==> src/verilog/pac_pkg.sv <==
package pac_pkg;

  // ----------------------------------------------------------------
  // core geometry
  // ----------------------------------------------------------------
  localparam int PAC_STAGES = 15;
  localparam int PAC_WORD_W = 12;
  localparam int PAC_COEF_W = 16;
  localparam int PAC_SUM_W = 20;
  localparam int PAC_SUM_SHIFT = 3;
  localparam int PAC_IDX_W = 4;
  localparam int PAC_PIPE_LAT = 15;

  // ----------------------------------------------------------------
  // timing counts, in convert clock cycles
  // ----------------------------------------------------------------
  localparam int PAC_REQ_CYCLES = 3;
  localparam int PAC_READY_FALL = 3;
  localparam int PAC_TRIM_CYCLES = 4000;
  localparam int PAC_EXIT_CYCLES = 4000;
  localparam int PAC_SLOT_CYCLES = 250;
  localparam int PAC_CNT_W = 12;
  localparam logic [PAC_COEF_W:0] PAC_SLOT_HALF = 17'h0007d;

  // ----------------------------------------------------------------
  // carriers and states
  // ----------------------------------------------------------------
  typedef struct packed {
    logic [PAC_STAGES-1:0] dec;
    logic below;
    logic above;
  } pac_raw_t;

  typedef struct packed {
    logic [PAC_WORD_W-1:0] word;
    logic oor;
  } pac_sample_t;

  typedef enum logic [1:0] {PAC_RUN, PAC_TRIM, PAC_SLEEP, PAC_WAKE}
    pac_state_t;

  // untrimmed binary weight of a stage decision
  function automatic logic [PAC_COEF_W-1:0] pac_nominal(input int k);
    pac_nominal = 16'h0001 << (PAC_STAGES - 1 - k);
  endfunction

endpackage
==> src/verilog/pac_coef_ram.sv <==
`timescale 1ns/1ps
module pac_coef_ram import pac_pkg::*; #(
  parameter int N = PAC_STAGES,
  parameter int W = PAC_COEF_W
) (
  // clock and reset
  input wire logic clk,
  input wire logic rst_n,
  // trim write port
  input wire logic wr_en,
  input wire logic [PAC_IDX_W-1:0] wr_idx,
  input wire logic [W-1:0] wr_data,
  // all coefficients, registered
  output logic [N*W-1:0] rd_all
);

  // every word is read each cycle, so the store is a register file
  for (genvar i = 0; i < N; i++) begin : g_word
    logic [W-1:0] mem_q;
    always_ff @(posedge clk) begin
      if (!rst_n) begin
        mem_q <= W'(pac_nominal(i));
      end else if (wr_en && wr_idx == PAC_IDX_W'(i)) begin
        mem_q <= wr_data;
      end
    end
    assign rd_all[i*W +: W] = mem_q;
  end

endmodule

==> src/verilog/pac_correct.sv <==
`timescale 1ns/1ps
module pac_correct import pac_pkg::*; (
  // clock and reset
  input wire logic clk,
  input wire logic rst_n,
  input wire logic flush,
  // raw decisions and coefficients
  input pac_raw_t raw,
  input wire logic [PAC_STAGES*PAC_COEF_W-1:0] coef,
  // corrected result
  output pac_sample_t sample
);

  localparam int DLY = PAC_STAGES - 1;

  logic [PAC_STAGES-1:0] aligned;
  logic [DLY-1:0] below_q;
  logic [DLY-1:0] above_q;
  logic [PAC_SUM_W-1:0] sum_d;
  pac_sample_t sample_q;

  // ----------------------------------------------------------------
  // deskew: stage k decides k cycles after the sample was taken
  // ----------------------------------------------------------------
  for (genvar k = 0; k < PAC_STAGES; k++) begin : g_skew
    localparam int D = DLY - k;
    if (D > 0) begin : g_dly
      logic [D-1:0] sr_q;
      always_ff @(posedge clk) begin
        if (!rst_n || flush) begin
          sr_q <= '0;
        end else begin
          // cast keeps the low D bits, so a single flop needs no case
          sr_q <= D'({sr_q, raw.dec[k]});
        end
      end
      assign aligned[k] = sr_q[D-1];
    end else begin : g_now
      assign aligned[k] = raw.dec[k];
    end
  end

  always_ff @(posedge clk) begin
    if (!rst_n || flush) begin
      below_q <= '0;
      above_q <= '0;
    end else begin
      below_q <= {below_q[DLY-2:0], raw.below};
      above_q <= {above_q[DLY-2:0], raw.above};
    end
  end

  // ----------------------------------------------------------------
  // weighted sum with trimmed coefficients
  // ----------------------------------------------------------------
  always_comb begin
    sum_d = '0;
    for (int k = 0; k < PAC_STAGES; k++) begin
      if (aligned[k]) begin
        sum_d = sum_d + PAC_SUM_W'(coef[k*PAC_COEF_W +: PAC_COEF_W]);
      end
    end
  end

  // word leaves a fixed 15 edges after stage 0
  // clamp keeps a trimmed overshoot from wrapping to a low code
  always_ff @(posedge clk) begin
    if (!rst_n || flush) begin
      sample_q <= '0;
    end else if (|sum_d[PAC_SUM_W-1:PAC_WORD_W+PAC_SUM_SHIFT]) begin
      sample_q.word <= '1;
      sample_q.oor <= 1'b1;
    end else begin
      sample_q.word <= sum_d[PAC_WORD_W+PAC_SUM_SHIFT-1:PAC_SUM_SHIFT];
      sample_q.oor <= below_q[DLY-1] | above_q[DLY-1];
    end
  end

  assign sample = sample_q;

endmodule

==> src/verilog/pac_ctrl.sv <==
`timescale 1ns/1ps
// Behaviour
// - a new sample word appears on the outputs every clock while running.
// - each result leaves a fixed number of cycles after its sample.
// - fifteen stages each feed one decision bit to correction.
// - correction weighs decisions by stored coefficients into a 12-bit code.
// - self-trim runs after reset and again on host request.
// - trim measures each stage and writes its coefficient to the store.
// - self-trim lasts 4000 cycles before conversion resumes; a sleep request during trim ends it early and wake then leads to running.
// - output words during trim are meaningless and must be ignored.
// - drive enable low drives the data outputs, high releases them.
// - power-down request high holds the core idle, no conversions.
// - after power-down falls, normal operation resumes within exit interval.
// - pipeline contents are lost over power-down; early results invalid.
// - ready is high only when converting; low in trim and power-down.
// - ready falls within three cycles of a trim or sleep request.
// - power-down exit interval is 4000 cycles.
// - sample word is straight unsigned binary.
// - out-of-range flag is high when the input is outside the range.
module pac_ctrl import pac_pkg::*; (
  // clock and reset
  input wire logic clk,
  input wire logic rst_n,
  // host control levels
  input wire logic self_trim_request,
  input wire logic power_down_request,
  input wire logic output_drive_enable_n,
  // analog core
  input pac_raw_t core_raw,
  output logic core_trim_mode,
  output logic core_power_down,
  // sample output
  output logic [PAC_WORD_W-1:0] sample_word,
  output logic out_of_range_flag,
  output logic sample_drive_en,
  output logic ready
);

  pac_state_t state_q;
  logic [1:0] req_cnt_q;
  logic trim_go;
  logic [PAC_CNT_W-1:0] trim_cnt_q;
  logic [PAC_CNT_W-1:0] exit_cnt_q;
  logic [7:0] slot_cnt_q;
  logic [PAC_IDX_W-1:0] slot_idx_q;
  logic [7:0] ones_q;
  logic coef_wr;
  logic [PAC_COEF_W:0] coef_calc;
  logic [PAC_COEF_W-1:0] coef_val;
  logic [PAC_STAGES*PAC_COEF_W-1:0] coef_all;
  pac_sample_t sample;
  logic trimming;
  logic sleeping;

  assign trimming = (state_q == PAC_TRIM);
  assign sleeping = (state_q == PAC_SLEEP);

  // ----------------------------------------------------------------
  // trim request qualification
  // ----------------------------------------------------------------
  // count consecutive high samples
  always_ff @(posedge clk) begin
    if (!rst_n || !self_trim_request) begin
      req_cnt_q <= '0;
    end else if (req_cnt_q != 2'(PAC_REQ_CYCLES)) begin
      req_cnt_q <= req_cnt_q + 2'h1;
    end
  end

  // a request held longer than three cycles starts only one trim:
  // the count parks past the threshold until the level drops
  assign trim_go = self_trim_request &&
                   req_cnt_q == 2'(PAC_REQ_CYCLES - 1);

  // ----------------------------------------------------------------
  // operating state
  // ----------------------------------------------------------------
  // reset lands straight in trim
  always_ff @(posedge clk) begin
    if (!rst_n) begin
      state_q <= PAC_TRIM;
    end else begin
      case (state_q)
        PAC_RUN: begin
          // sleep wins over a trim request
          if (power_down_request) begin
            state_q <= PAC_SLEEP;
          end else if (trim_go) begin
            state_q <= PAC_TRIM;
          end
        end
        PAC_TRIM: begin
          // trim requests ignored here, only the count or a sleep request ends trim
          if (power_down_request) begin
            state_q <= PAC_SLEEP;
          end else if (trim_cnt_q == PAC_CNT_W'(PAC_TRIM_CYCLES - 1)) begin
            state_q <= PAC_RUN;
          end
        end
        PAC_SLEEP: begin
          if (!power_down_request) begin
            state_q <= PAC_WAKE;
          end
        end
        PAC_WAKE: begin
          // a wake interval not cut short by a sleep or trim request ends in normal running
          if (power_down_request) begin
            state_q <= PAC_SLEEP;
          end else if (trim_go) begin
            state_q <= PAC_TRIM;
          end else if (exit_cnt_q == PAC_CNT_W'(PAC_EXIT_CYCLES - 1)) begin
            state_q <= PAC_RUN;
          end
        end
        default: begin
          state_q <= PAC_RUN;
        end
      endcase
    end
  end

  // ----------------------------------------------------------------
  // interval counters
  // ----------------------------------------------------------------
  // trim length
  always_ff @(posedge clk) begin
    if (!rst_n || !trimming) begin
      trim_cnt_q <= '0;
    end else begin
      trim_cnt_q <= trim_cnt_q + PAC_CNT_W'(1);
    end
  end

  always_ff @(posedge clk) begin
    if (!rst_n || state_q != PAC_WAKE) begin
      exit_cnt_q <= '0;
    end else begin
      exit_cnt_q <= exit_cnt_q + PAC_CNT_W'(1);
    end
  end

  // ----------------------------------------------------------------
  // coefficient measurement
  // ----------------------------------------------------------------
  // one slot per stage; the sixteenth slot is idle settling time
  always_ff @(posedge clk) begin
    if (!rst_n || !trimming) begin
      slot_cnt_q <= '0;
      slot_idx_q <= '0;
    end else if (slot_cnt_q == 8'(PAC_SLOT_CYCLES - 1)) begin
      slot_cnt_q <= '0;
      slot_idx_q <= slot_idx_q + PAC_IDX_W'(1);
    end else begin
      slot_cnt_q <= slot_cnt_q + 8'h01;
    end
  end

  // stage bias seen as ones density in measuring mode
  always_ff @(posedge clk) begin
    if (!rst_n || !trimming || slot_cnt_q == 8'(PAC_SLOT_CYCLES - 1)) begin
      ones_q <= '0;
    end else if (slot_idx_q < PAC_IDX_W'(PAC_STAGES)) begin
      ones_q <= ones_q + 8'(core_raw.dec[slot_idx_q]);
    end
  end

  assign coef_calc = {1'b0, pac_nominal(int'(slot_idx_q))} +
                     {9'h000, ones_q} - PAC_SLOT_HALF;
  // a negative trimmed weight is floored at zero
  assign coef_val = coef_calc[PAC_COEF_W] ? '0 :
                    coef_calc[PAC_COEF_W-1:0];
  assign coef_wr = trimming &&
                   slot_cnt_q == 8'(PAC_SLOT_CYCLES - 1) &&
                   slot_idx_q < PAC_IDX_W'(PAC_STAGES);

  pac_coef_ram #(
    .N(PAC_STAGES),
    .W(PAC_COEF_W)
  ) u_ram (
    .clk(clk),
    .rst_n(rst_n),
    .wr_en(coef_wr),
    .wr_idx(slot_idx_q),
    .wr_data(coef_val),
    .rd_all(coef_all)
  );

  // ----------------------------------------------------------------
  // result path
  // ----------------------------------------------------------------
  // deskew fifteen decisions and weigh them
  pac_correct u_corr (
    .clk(clk),
    .rst_n(rst_n),
    .flush(sleeping),
    .raw(core_raw),
    .coef(coef_all),
    .sample(sample)
  );

  // trim words pass unmarked; ready low flags them
  // registered unsigned word, one per clock
  assign sample_word = sample.word;
  // range flag travels with its word
  assign out_of_range_flag = sample.oor;
  // driver enable follows the active-low pin
  assign sample_drive_en = !output_drive_enable_n;

  // ----------------------------------------------------------------
  // status to core and host
  // ----------------------------------------------------------------
  // core held in low power
  assign core_power_down = sleeping;
  assign core_trim_mode = trimming;
  assign ready = (state_q == PAC_RUN);

  localparam int FALL_MAX = PAC_READY_FALL;
endmodule

==> config.mk <==
export PLATFORM = sky130hd
export DESIGN_NAME = pac_ctrl
export DESIGN_NICKNAME = d
export VERILOG_FILES = /design/src/verilog/pac_pkg.sv /design/src/verilog/pac_coef_ram.sv /design/src/verilog/pac_correct.sv /design/src/verilog/pac_ctrl.sv
export SDC_FILE = /design/constraint.sdc
export NUM_CORES = 1
export LEC_CHECK = 0
export ABC_CLOCK_PERIOD_IN_PS = 37300
export BUFFER_PORTS_ARGS = -buffer_cell sky130_fd_sc_hd__buf_2
export CAP_MARGIN = 15
export CORE_MARGIN = 2
export CORE_UTILIZATION = 55
export CTS_CLUSTER_DIAMETER = 30
export DETAILED_ROUTE_END_ITERATION = 8
export GPL_ROUTABILITY_DRIVEN = 0
export PLACE_DENSITY = 0.71
export SLEW_MARGIN = 30
export SYNTH_ARGS = -nofsm -noshare
export SYNTH_HDL_FRONTEND = slang
export SYNTH_HIERARCHICAL = 1
export SYNTH_SLANG_ARGS = --single-unit
==> constraint.sdc <==
create_clock -name clk -period 37.3 [get_ports clk]
set_input_delay 3.73 -clock clk [delete_from_list [all_inputs] [get_ports clk]]
set_output_delay 3.73 -clock clk [all_outputs]
set_load 0.01 [all_outputs]
Yosys cells after proc, flatten, opt, wreduce, memory -nomap -nowiden
Index checks and enable logic that the tools add are counted.
- register bits: 434
- word-level logic and storage cells: 154
- bits of input ports: 22
- reduce and logical (&&, ||, !) cells: 32
- $add $sub $neg: 23
- shift operators: 1
- bitwise gates (word level): 1
- order comparisons: 2
- multiplexer cells: 28
- equal/unequal tests: 27
- operators by type and width (cell ; number):
    2-to-1 mux 20 bit ; 14
    adder 20 x 16 -> 20 bit ; 13
    2-to-1 mux 16 bit ; 2
    left shift 1 x 32 -> 16 bit, first input constant ; 1
    equality test 4 bit, second input constant ; 7
    adder 12 x 1 -> 12 bit, second input constant ; 2
    equality test 12 bit, second input constant ; 2
    logical AND 1 bit ; 18
    adder 16 x 16 -> 17 bit ; 1
    adder 16 x 8 -> 17 bit ; 1
    subtractor 17 x 7 -> 17 bit, second input constant ; 1
    equality test 4 x 3 -> 1 bit, second input constant ; 4
    2-to-1 mux 2 bit ; 8
    2-to-1 mux 13 bit ; 1
    adder 8 x 1 -> 8 bit ; 1
    adder 8 x 1 -> 8 bit, second input constant ; 1
    equality test 4 x 2 -> 1 bit, second input constant ; 2
    equality test 8 bit, second input constant ; 1
    one-hot mux 2 bit (4 select lines) ; 1
    equality test 2 bit, second input constant ; 3
    != test 2 bit, second input constant ; 3
    != test 3 x 2 -> 1 bit, second input constant ; 2
    logical OR 1 bit ; 5
    < comparator 4 x 5 -> 1 bit, second input constant ; 1
    other kinds (16) ; 19

Depth between registers and ports, before layout
Gate-level depths: netlist of run 1.
- depth in word-level cells: 31
- mapped depth: 94

Hierarchy
Netlist of run 1, hierarchy kept.
- by module, submodules not included (module ; area an instance (um^2) ; times used ; cells each):
    pac_correct ; 18252.5 ; 1 ; 2365
    pac_coef_ram ; 8710.9 ; 1 ; 847
    pac_ctrl ; 3335.7 ; 1 ; 416

Least setup slack after synthesis of run 1
Ideal clock, no wire load.
- path kind: reg-to-reg
- from: reg u_corr.g_skew[0].g_dly.sr_q[13]
- to: reg u_corr.sample_q, in the netlist u_corr/sample[6]
- setup slack: 21.135 ns
- required time: 37.163 ns
- period minus slack after synthesis: 16.165 ns
- stages on the path, launching flop included: 87
- setup time: 0.137 ns
- arrival time: 16.028 ns
- cell sequence: dfxtp_1 -> clkbuf_1 -> clkbuf_1 -> and2_1 -> ha_1 -> fa_1 -> a31oi_1 -> nand2_1 -> xor2_1 -> a21o_1 -> ha_1 -> and3_1 -> a41o_1 -> a211oi_1 -> xnor2_1 -> nor2_1 -> nor2_1 -> ha_1 -> [51 not listed] -> a221o_1 -> xnor2_1 -> nand2_1 -> o21a_1 -> ha_1 -> xnor2_1 -> mux2_2 -> ha_1 -> and3_1 -> o31a_1 -> o21a_1 -> o21ai_0 -> nor2b_1 -> mux2i_1 -> or2_2 -> or4_1 -> a211oi_1 -> a211oi_1
- cells in the longest elaborated chain, start to end: 31
- ends and longest elaborated chain (item ; RTL line ; text):
    start: declaration ; pac_correct.sv:28 ; logic [D-1:0] sr_q;
    start signal: assignment ; pac_correct.sv:34 ; sr_q <= D'({sr_q, raw.dec[k]});
    2-to-1 mux 16 bit (*) ; pac_correct.sv:59 ; if (aligned[k]) begin
    adder 16 x 16 -> 17 bit ; pac_correct.sv:60 ; sum_d = sum_d + PAC_SUM_W'(coef[k*PAC_COEF_W +: PAC_COEF_W]);
    2-to-1 mux 20 bit (*) ; pac_correct.sv:59 ;
    adder 20 x 16 -> 20 bit ; pac_correct.sv:60 ;
    2-to-1 mux 20 bit (*) ; pac_correct.sv:59 ;
    adder 20 x 16 -> 20 bit ; pac_correct.sv:60 ;
    2-to-1 mux 20 bit (*) ; pac_correct.sv:59 ;
    adder 20 x 16 -> 20 bit ; pac_correct.sv:60 ;
    [15 not listed] ; -- ;
    adder 20 x 16 -> 20 bit ; pac_correct.sv:60 ;
    2-to-1 mux 20 bit (*) ; pac_correct.sv:59 ;
    adder 20 x 16 -> 20 bit ; pac_correct.sv:60 ;
    2-to-1 mux 20 bit (*) ; pac_correct.sv:59 ;
    adder 20 x 16 -> 20 bit ; pac_correct.sv:60 ;
    2-to-1 mux 20 bit (*) ; pac_correct.sv:59 ;
    OR reduction 5 bit ; pac_correct.sv:70 ; end else if (|sum_d[PAC_SUM_W-1:PAC_WORD_W+PAC_SUM_SHIFT]) begin
    2-to-1 mux 13 bit (*) ; pac_correct.sv:70 ;
    end: declaration ; pac_correct.sv:20 ; pac_sample_t sample_q;
Every way passes the cells marked *; elsewhere a longest branch is shown, timed or not.
A chain may end at the register's enable or synchronous reset.

Worst setup path after layout of run 1
- from: reg u_corr.g_skew[0].g_dly.sr_q[13]
- to: reg u_corr.sample_q, in the netlist u_corr/sample[7]
The elaborated chain is that of the path after synthesis.

==> results.cfg, run 1 <==
[yosys]
synth_cell_types = 112
seq_area_frac_synth_pct = 28.68
synthFlopType = dfxtp_1
post_synth.cell_area_avg_sq_um = 8.351
synth_most_common_cell = nand2_1
ys_warn_count = 6
synthCells = 3628
synth_top_cell_area_share_pct = 28.68
ys_top_cells_by_area = dfxtp_1 (29%), ha_1 (10%), mux2i_1 (8.3%), nand2_1 (5.5%), xnor2_1 (3.5%)
ys_async_sr_fraction_pct = 0
synth_area_sq_um = 30300
synth_nets = 3918
synth_edf_count = 0
synth-seq-cells = 434
synthTopCellsByCount = nand2_1 (447), dfxtp_1 (434), ha_1 (254), mux2i_1 (252), nor2_1 (252)
yosysTopAreaCell = dfxtp_1

[floorplanning]
die_h_um = 238.7
die-area_sq_um = 56980
ios = 39
core_area_sq_um = 54770
die_w_um = 238.7
initial_core_util_pct = 55.32
row_count = 86

[final_layout]
drive_above_1_share_pct = 10.28
final_core_util_pct = 63.24
diodes = 0
area_delta_synth_final_pct = 14.31
num-fill-cells = 4583
nets = 3920

[grt]
use_met2_pct = 44.39
antenna_found_initial = 0
track_usage_pct = 27.67
use_met3_pct = 4.111
use_met1_pct = 37.39
overflow = 0
grt_max_degree = 120
grt_pass1_wl_um = 127900
grt_pass1_vias = 24286
busiest_layer = met2

[worst_setup_path]
path_common_cell = ha_1
path_class = reg -> reg
critPathSlowestCell = nor3_2
reg2reg_from = u_corr/g_skew[0].g_dly.sr_q[13]
crit_path_start = u_corr/g_skew[0].g_dly.sr_q[13]
cp-endpoint = u_corr/sample[7]
crit_path_end_kind = flop
worstPathArrival_ns = 19.24
timing.rr.end = u_corr/sample[7]
crit_fanout = 20
r2r_setup_slack_ns = 18.58
reg2regPathDepth = 85
max_stage_delay_ns = 0.54
crit_required_ns = 37.82
start_kind = flop

[cts]
root_buffer = clkbuf_16
htreeDepth = 3
tritoncts = built
cts_setup_buffers = 0
ctsLongestPathBuffers = 3
ctsHoldBuffers = 0
clock_latency_ns = 0.64
cts.sinks = 434
cts_resized = 0
cts_buffers = 98
cts.clk_slew.worst_paths_ns = 0.05

[drt]
wl_per_cell_um = 18.07
vias = 26047
drt-initial-drc-count = 1881
first_pass_iters = 6
final_antenna_net_count = 0
viasPerCell = 5.893
drc_errors = 0
routed_wirelength_um = 79850

[timing]
tightest_slew_ns = 1.010
hold_viol = 0
slew_violations = 0
setup_tns_ns = 0
fin_crit_sh_pct = 50.18
fin_skew_ns = 0.03374
rsz0062_at_grt = false
setup_viol = 0
post-route-min-period_ns = 18.72
fmax_ghz = 0.05343
relSlewSlack_pct = 31.80

[hold_path]
hold_path_depth = 1
hp-class = reg -> reg

[pwr]
power.density_nw_per_um2 = 41.96
max-vdd-ir-drop_mv = 0.05148
p_leak_nw = 15.79

[status]
outcome = finished, final reports clean

[job]
maxCapViolCount = 0

[placement]
hpwlAfterDp_um = 56340
place.port_buffers = 38
==> cell usage in the layout (no fill, tap or decap), types with 76 or more instances in the layout <==
master	synthesis	layout
nand2_1	447	441
dfxtp_1	434	434
ha_1	254	254
mux2i_1	252	252
nor2_1	252	252
a21oi_1	200	200
o21ai_0	179	179
and2_1	167	167
inv_1	160	160
xnor2_1	120	120
clkbuf_16	0	98
a21o_1	78	78
xor2_1	77	77
o21a_1	76	76
==> worst max-delay path, delay by kind of cell (launching register included) <==
kind / cells / cell delay [ns]
compound gates: 32 / 7.15
flops: 1 / 0.47
fa+ha+maj: 15 / 4.62
mux: 2 / 0.38
buf+inv: 2 / 0.15
xor+xnor: 9 / 1.35
simple gates: 25 / 4.45
==> state kept, by name, indices dropped and copies added, names as in the netlist <==
signal                    flops
trim_cnt_q                   12
slot_idx_q                    4
u_corr/below_q               14
u_corr/above_q               14
u_corr/sample                13
req_cnt_q                     2
slot_cnt_q                    8
state_q                       2
exit_cnt_q                   12
u_corr/g_skew.g_dly.sr_q    105
ones_q                        8
u_ram/g_word.mem_q          240
==> power breakdown <==
part / leakage (nW) / switching [mW] / internal, mW / total (mW)
combinational: 10.5 / 0.0313 / 0.0154 / 0.0467
clock: 1.76 / 0.313 / 0.622 / 0.935
sequential: 3.51 / 0.00239 / 0.469 / 0.472
total: 15.8 / 0.347 / 1.11 / 1.45
==> worst min-delay path by stage <==
stage	start	to	slack (ns)
after global routing	u_corr/g_skew[5].g_dly.sr_q[4]	u_corr/g_skew[5].g_dly.sr_q[5]	0.43
after global placement	u_corr/g_skew[3].g_dly.sr_q[9]	u_corr/g_skew[3].g_dly.sr_q[10]	0.41
final	u_corr/g_skew[1].g_dly.sr_q[11]	u_corr/g_skew[1].g_dly.sr_q[12]	0.42
after CTS	u_corr/g_skew[0].g_dly.sr_q[0]	u_corr/g_skew[0].g_dly.sr_q[1]	0.41
after floorplan	u_corr/above_q[9]	u_corr/above_q[10]	0.41
after detailed placement	u_corr/g_skew[3].g_dly.sr_q[8]	u_corr/g_skew[3].g_dly.sr_q[9]	0.41
==> logic make-up after synthesis <==
group	Yosys count	share of synthesized area, %
adders and majority gates	269	11.45
xor gates and xnor gates	205	6.219
buffers and inverters	324	4.386
muxes	302	10.33
AOI/OAI and AO/OA	875	19.73
DFF	434	28.68
and+or+nand+nor	1219	19.21
==> through the flow <==
stage	setup WS [ns]	cell area, sq um	hold WS (ns)	total power [mW]	std cells
floorplan	21.13	30300	0.4057	0.5110	3628
global placement	18.54	30840	0.4060	0.5257	4231
detailed placement	18.87	30930	0.4097	0.5264	4232
CTS	18.78	34590	0.4129	1.467	4418
global route	17.32	34630	0.4283	1.498	4420
finish	18.58	34630	0.4173	1.453	4420
==> layout make-up <==
class                           count  area, sq um  share of cell area, %
Tap cell                          704        880.8                  2.543
Clock inverter                     77         1087                  3.139
Timing Repair Buffer               60        420.4                  1.214
Inverter                          166        623.1                  1.799
Clock buffer                      109         2574                  7.431
Sequential cell                   434         8688                  25.09
Multi-Input combinational cell   2870        20360                  58.79
==> routing by layer <==
metal	vias to the layer above	wire length [um]	share of wire, %
li1	12940	-	-
met1	12242	37090	46
met2	726	35550	45
met3	139	4602	5.8
met4	0	2611	3.3
met5	-	0	0
Power figures use the tool's default switching activity.
==> inputs of run 2 (changes only) <==
ABC_CLOCK_PERIOD_IN_PS = 16570   (was 37300)
PLACE_DENSITY = 0.74   (was 0.71)
clock period = 16.57 ns   (was 37.3 ns; I/O delays follow)
==> run 2 against run 1 <==
  * Final cell count increased by 6.9%
  * Hold slack better by 0.0011 ns
  * Register-to-register slack worse by 19 ns
  * Critical path type unchanged
  * Final area rose by 12%
  * Sequential power rose by 120%
  * Clock skew increased by 0.023 ns
  * Clock power grew 110%
  * Setup slack got worse by 19 ns
==> results.cfg, run 2 (synthesized netlist as in run 1, its figures left out) <==
[status]
outcome = finished, final reports clean

[pwr]
seq_power_share_pct = 33.3
clkPwrFrac_pct = 62.9
combPwrFrac_pct = 3.8
p_sw_share_pct = 24.63
power.density_nw_per_um2 = 82.49
p_int_mw = 2.404
p_leak_nw = 17.24
max-vdd-ir-drop_mv = 0.1093
p_sw_mw = 0.7856

[grt]
overflow = 0
antenna_found_initial = 0
grt_pass1_wl_um = 134600
grt_pass1_vias = 26342
grt_max_degree = 191
track_usage_pct = 29.10

[floorplanning]
core_area_sq_um = 54770
ios = 39
die_w_um = 238.7
die-area_sq_um = 56980
initial_core_util_pct = 55.32
row_count = 86
die_h_um = 238.7

[placement]
hpwlAfterDp_um = 57510
dp_slack_ns = -0.3177
place.port_buffers = 38
dp_cells = 4460

[cts]
htreeDepth = 3
tritoncts = built
ctsLongestPathBuffers = 3
cts_buffers = 101
cts.clk_slew.worst_paths_ns = 0.06
root_buffer = clkbuf_16
ctsHoldBuffers = 0
clock_latency_ns = 0.66
cts.sinks = 434

[drt]
routed_wirelength_um = 91070
vias = 28577
wl_met3_um = 6644
final_antenna_net_count = 0
drt-initial-drc-count = 2425
top_layer = met4
first_pass_iters = 6
viasPerCell = 6.047
met2_length_um = 40900
wl_met1_um = 38560
drc_errors = 0
wl_per_cell_um = 19.27

[timing]
hold_viol = 0
setup_tns_ns = 0
setup_viol = 0
relSlewSlack_pct = 22.80
slew_violations = 0
post-route-min-period_ns = 16.51
fin_crit_sh_pct = 99.66
rsz0062_at_grt = true
fin_skew_ns = 0.05681
tightest_slew_ns = 1.144
fmax_ghz = 0.06055
worst_slack_ns = 0.05605

[final_layout]
diodes = 0
finalNonFillerCells = 4726
mostFrequentLayoutCells = nand2_1 (433), dfxtp_1 (433), buf_4 (319), mux2i_1 (248), nor2_1 (243)
final_core_util_pct = 70.60
largest_reg_flops = 240
top_register = u_ram/g_word.mem_q
nets = 4228
drive_above_1_share_pct = 23.52
reg_top3 = u_ram/g_word.mem_q (240), u_corr/g_skew.g_dly.sr_q (105)
area_delta_synth_final_pct = 27.61

[worst_setup_path]
crit_required_ns = 17.07
crit_path_end_kind = flop
worstPathArrival_ns = 17.02
start_kind = flop
path_class = reg -> reg
critPathSlowestCell = or4_4
crit_path_start = u_corr/g_skew[0].g_dly.sr_q[13]
path_common_cell = nor2_1
crit_family = simple AND/OR/NAND/NOR gates
path_buf_inv = 5
reg2reg_from = u_corr/g_skew[0].g_dly.sr_q[13]
max_stage_delay_ns = 0.49
crit_fanout = 4

[job]
maxCapViolCount = 0

[hold_path]
hp-class = reg -> reg
min-delay-start = u_corr/g_skew[3].g_dly.sr_q[1]
==> run 2: changes by cell type in the layout (fill, tap and decap cells not counted), sizes merged <==
cell,delta
inv,-10
buf,+305
clkinv,+7
bufinv,-8
clkbuf,+12
==> run 2: area by class of cell <==
class,count,area (sq um)
clock inverters,66,849.6
repair buffers,365,2693
well taps,704,880.8
inverters,166,623.1
fillers,3808,16100
multi-input cells,2870,22250
clock buffers,121,2683
flip-flops and latches,434,8690
==> run 2: timing repair <==
action                     4_1_cts  5_1_grt
pin swaps                       15      152
resized for setup               44      328
gates cloned                     0        0
setup buffers                   11       68
setup endpoints to repair       13       13
==> run 2: path summary, 6_finish.rpt <==
check / to / cells past startpoint / slack, ns
worst max-delay path: u_corr/sample[6] / 88 / 0.06
worst min-delay path: u_corr/g_skew[3].g_dly.sr_q[2] / 1 / 0.42
worst max register to register: u_corr/sample[6] / 88 / 0.06
worst min register to register: u_corr/g_skew[3].g_dly.sr_q[2] / 1 / 0.42
==> run 2: through the flow <==
step | cell area (sq um) | hold WS (ns) | power (mW)
2_1_floorplan | 30300 | 0.4057 | 1.150
3_3_place_gp | 32560 | 0.4074 | 1.188
3_5_place_dp | 32600 | 0.4097 | 1.191
4_1_cts | 36410 | 0.4118 | 3.200
5_1_grt | 38670 | 0.4291 | 3.280
6_report | 38670 | 0.4184 | 3.190
==> run 2: power by group through the flow <==
stage / logic (mW) / clock network, mW / registers, mW
2_1_floorplan: 0.0683 / 0 / 1.08
3_3_place_gp: 0.106 / 0 / 1.08
3_5_place_dp: 0.108 / 0 / 1.08
4_1_cts: 0.110 / 2.03 / 1.06
5_1_grt: 0.129 / 2.09 / 1.06
6_report: 0.120 / 2.01 / 1.06
==> run 2: worst register-to-register path, delay by kind of cell (launching register included) <==
| kind | cells | cell delay, ns |
|---|---|---|
| AND/OR/NAND/NOR | 28 | 4.81 |
| adder cells (fa/ha/maj) | 15 | 4.39 |
| AO/OA/AOI/OAI | 28 | 4.16 |
| XOR/XNOR | 9 | 1.44 |
| buffers and inverters | 5 | 0.65 |
| multiplexers | 3 | 0.65 |
| flip-flops | 1 | 0.32 |
==> run 2: routing by layer <==
metal  track usage (%)  vias to the layer above
li1                  -                    13556
met1             38.44                    13543
met2             46.71                     1179
met3             4.169                      299
met4             14.03                        0
met5                 0                        -
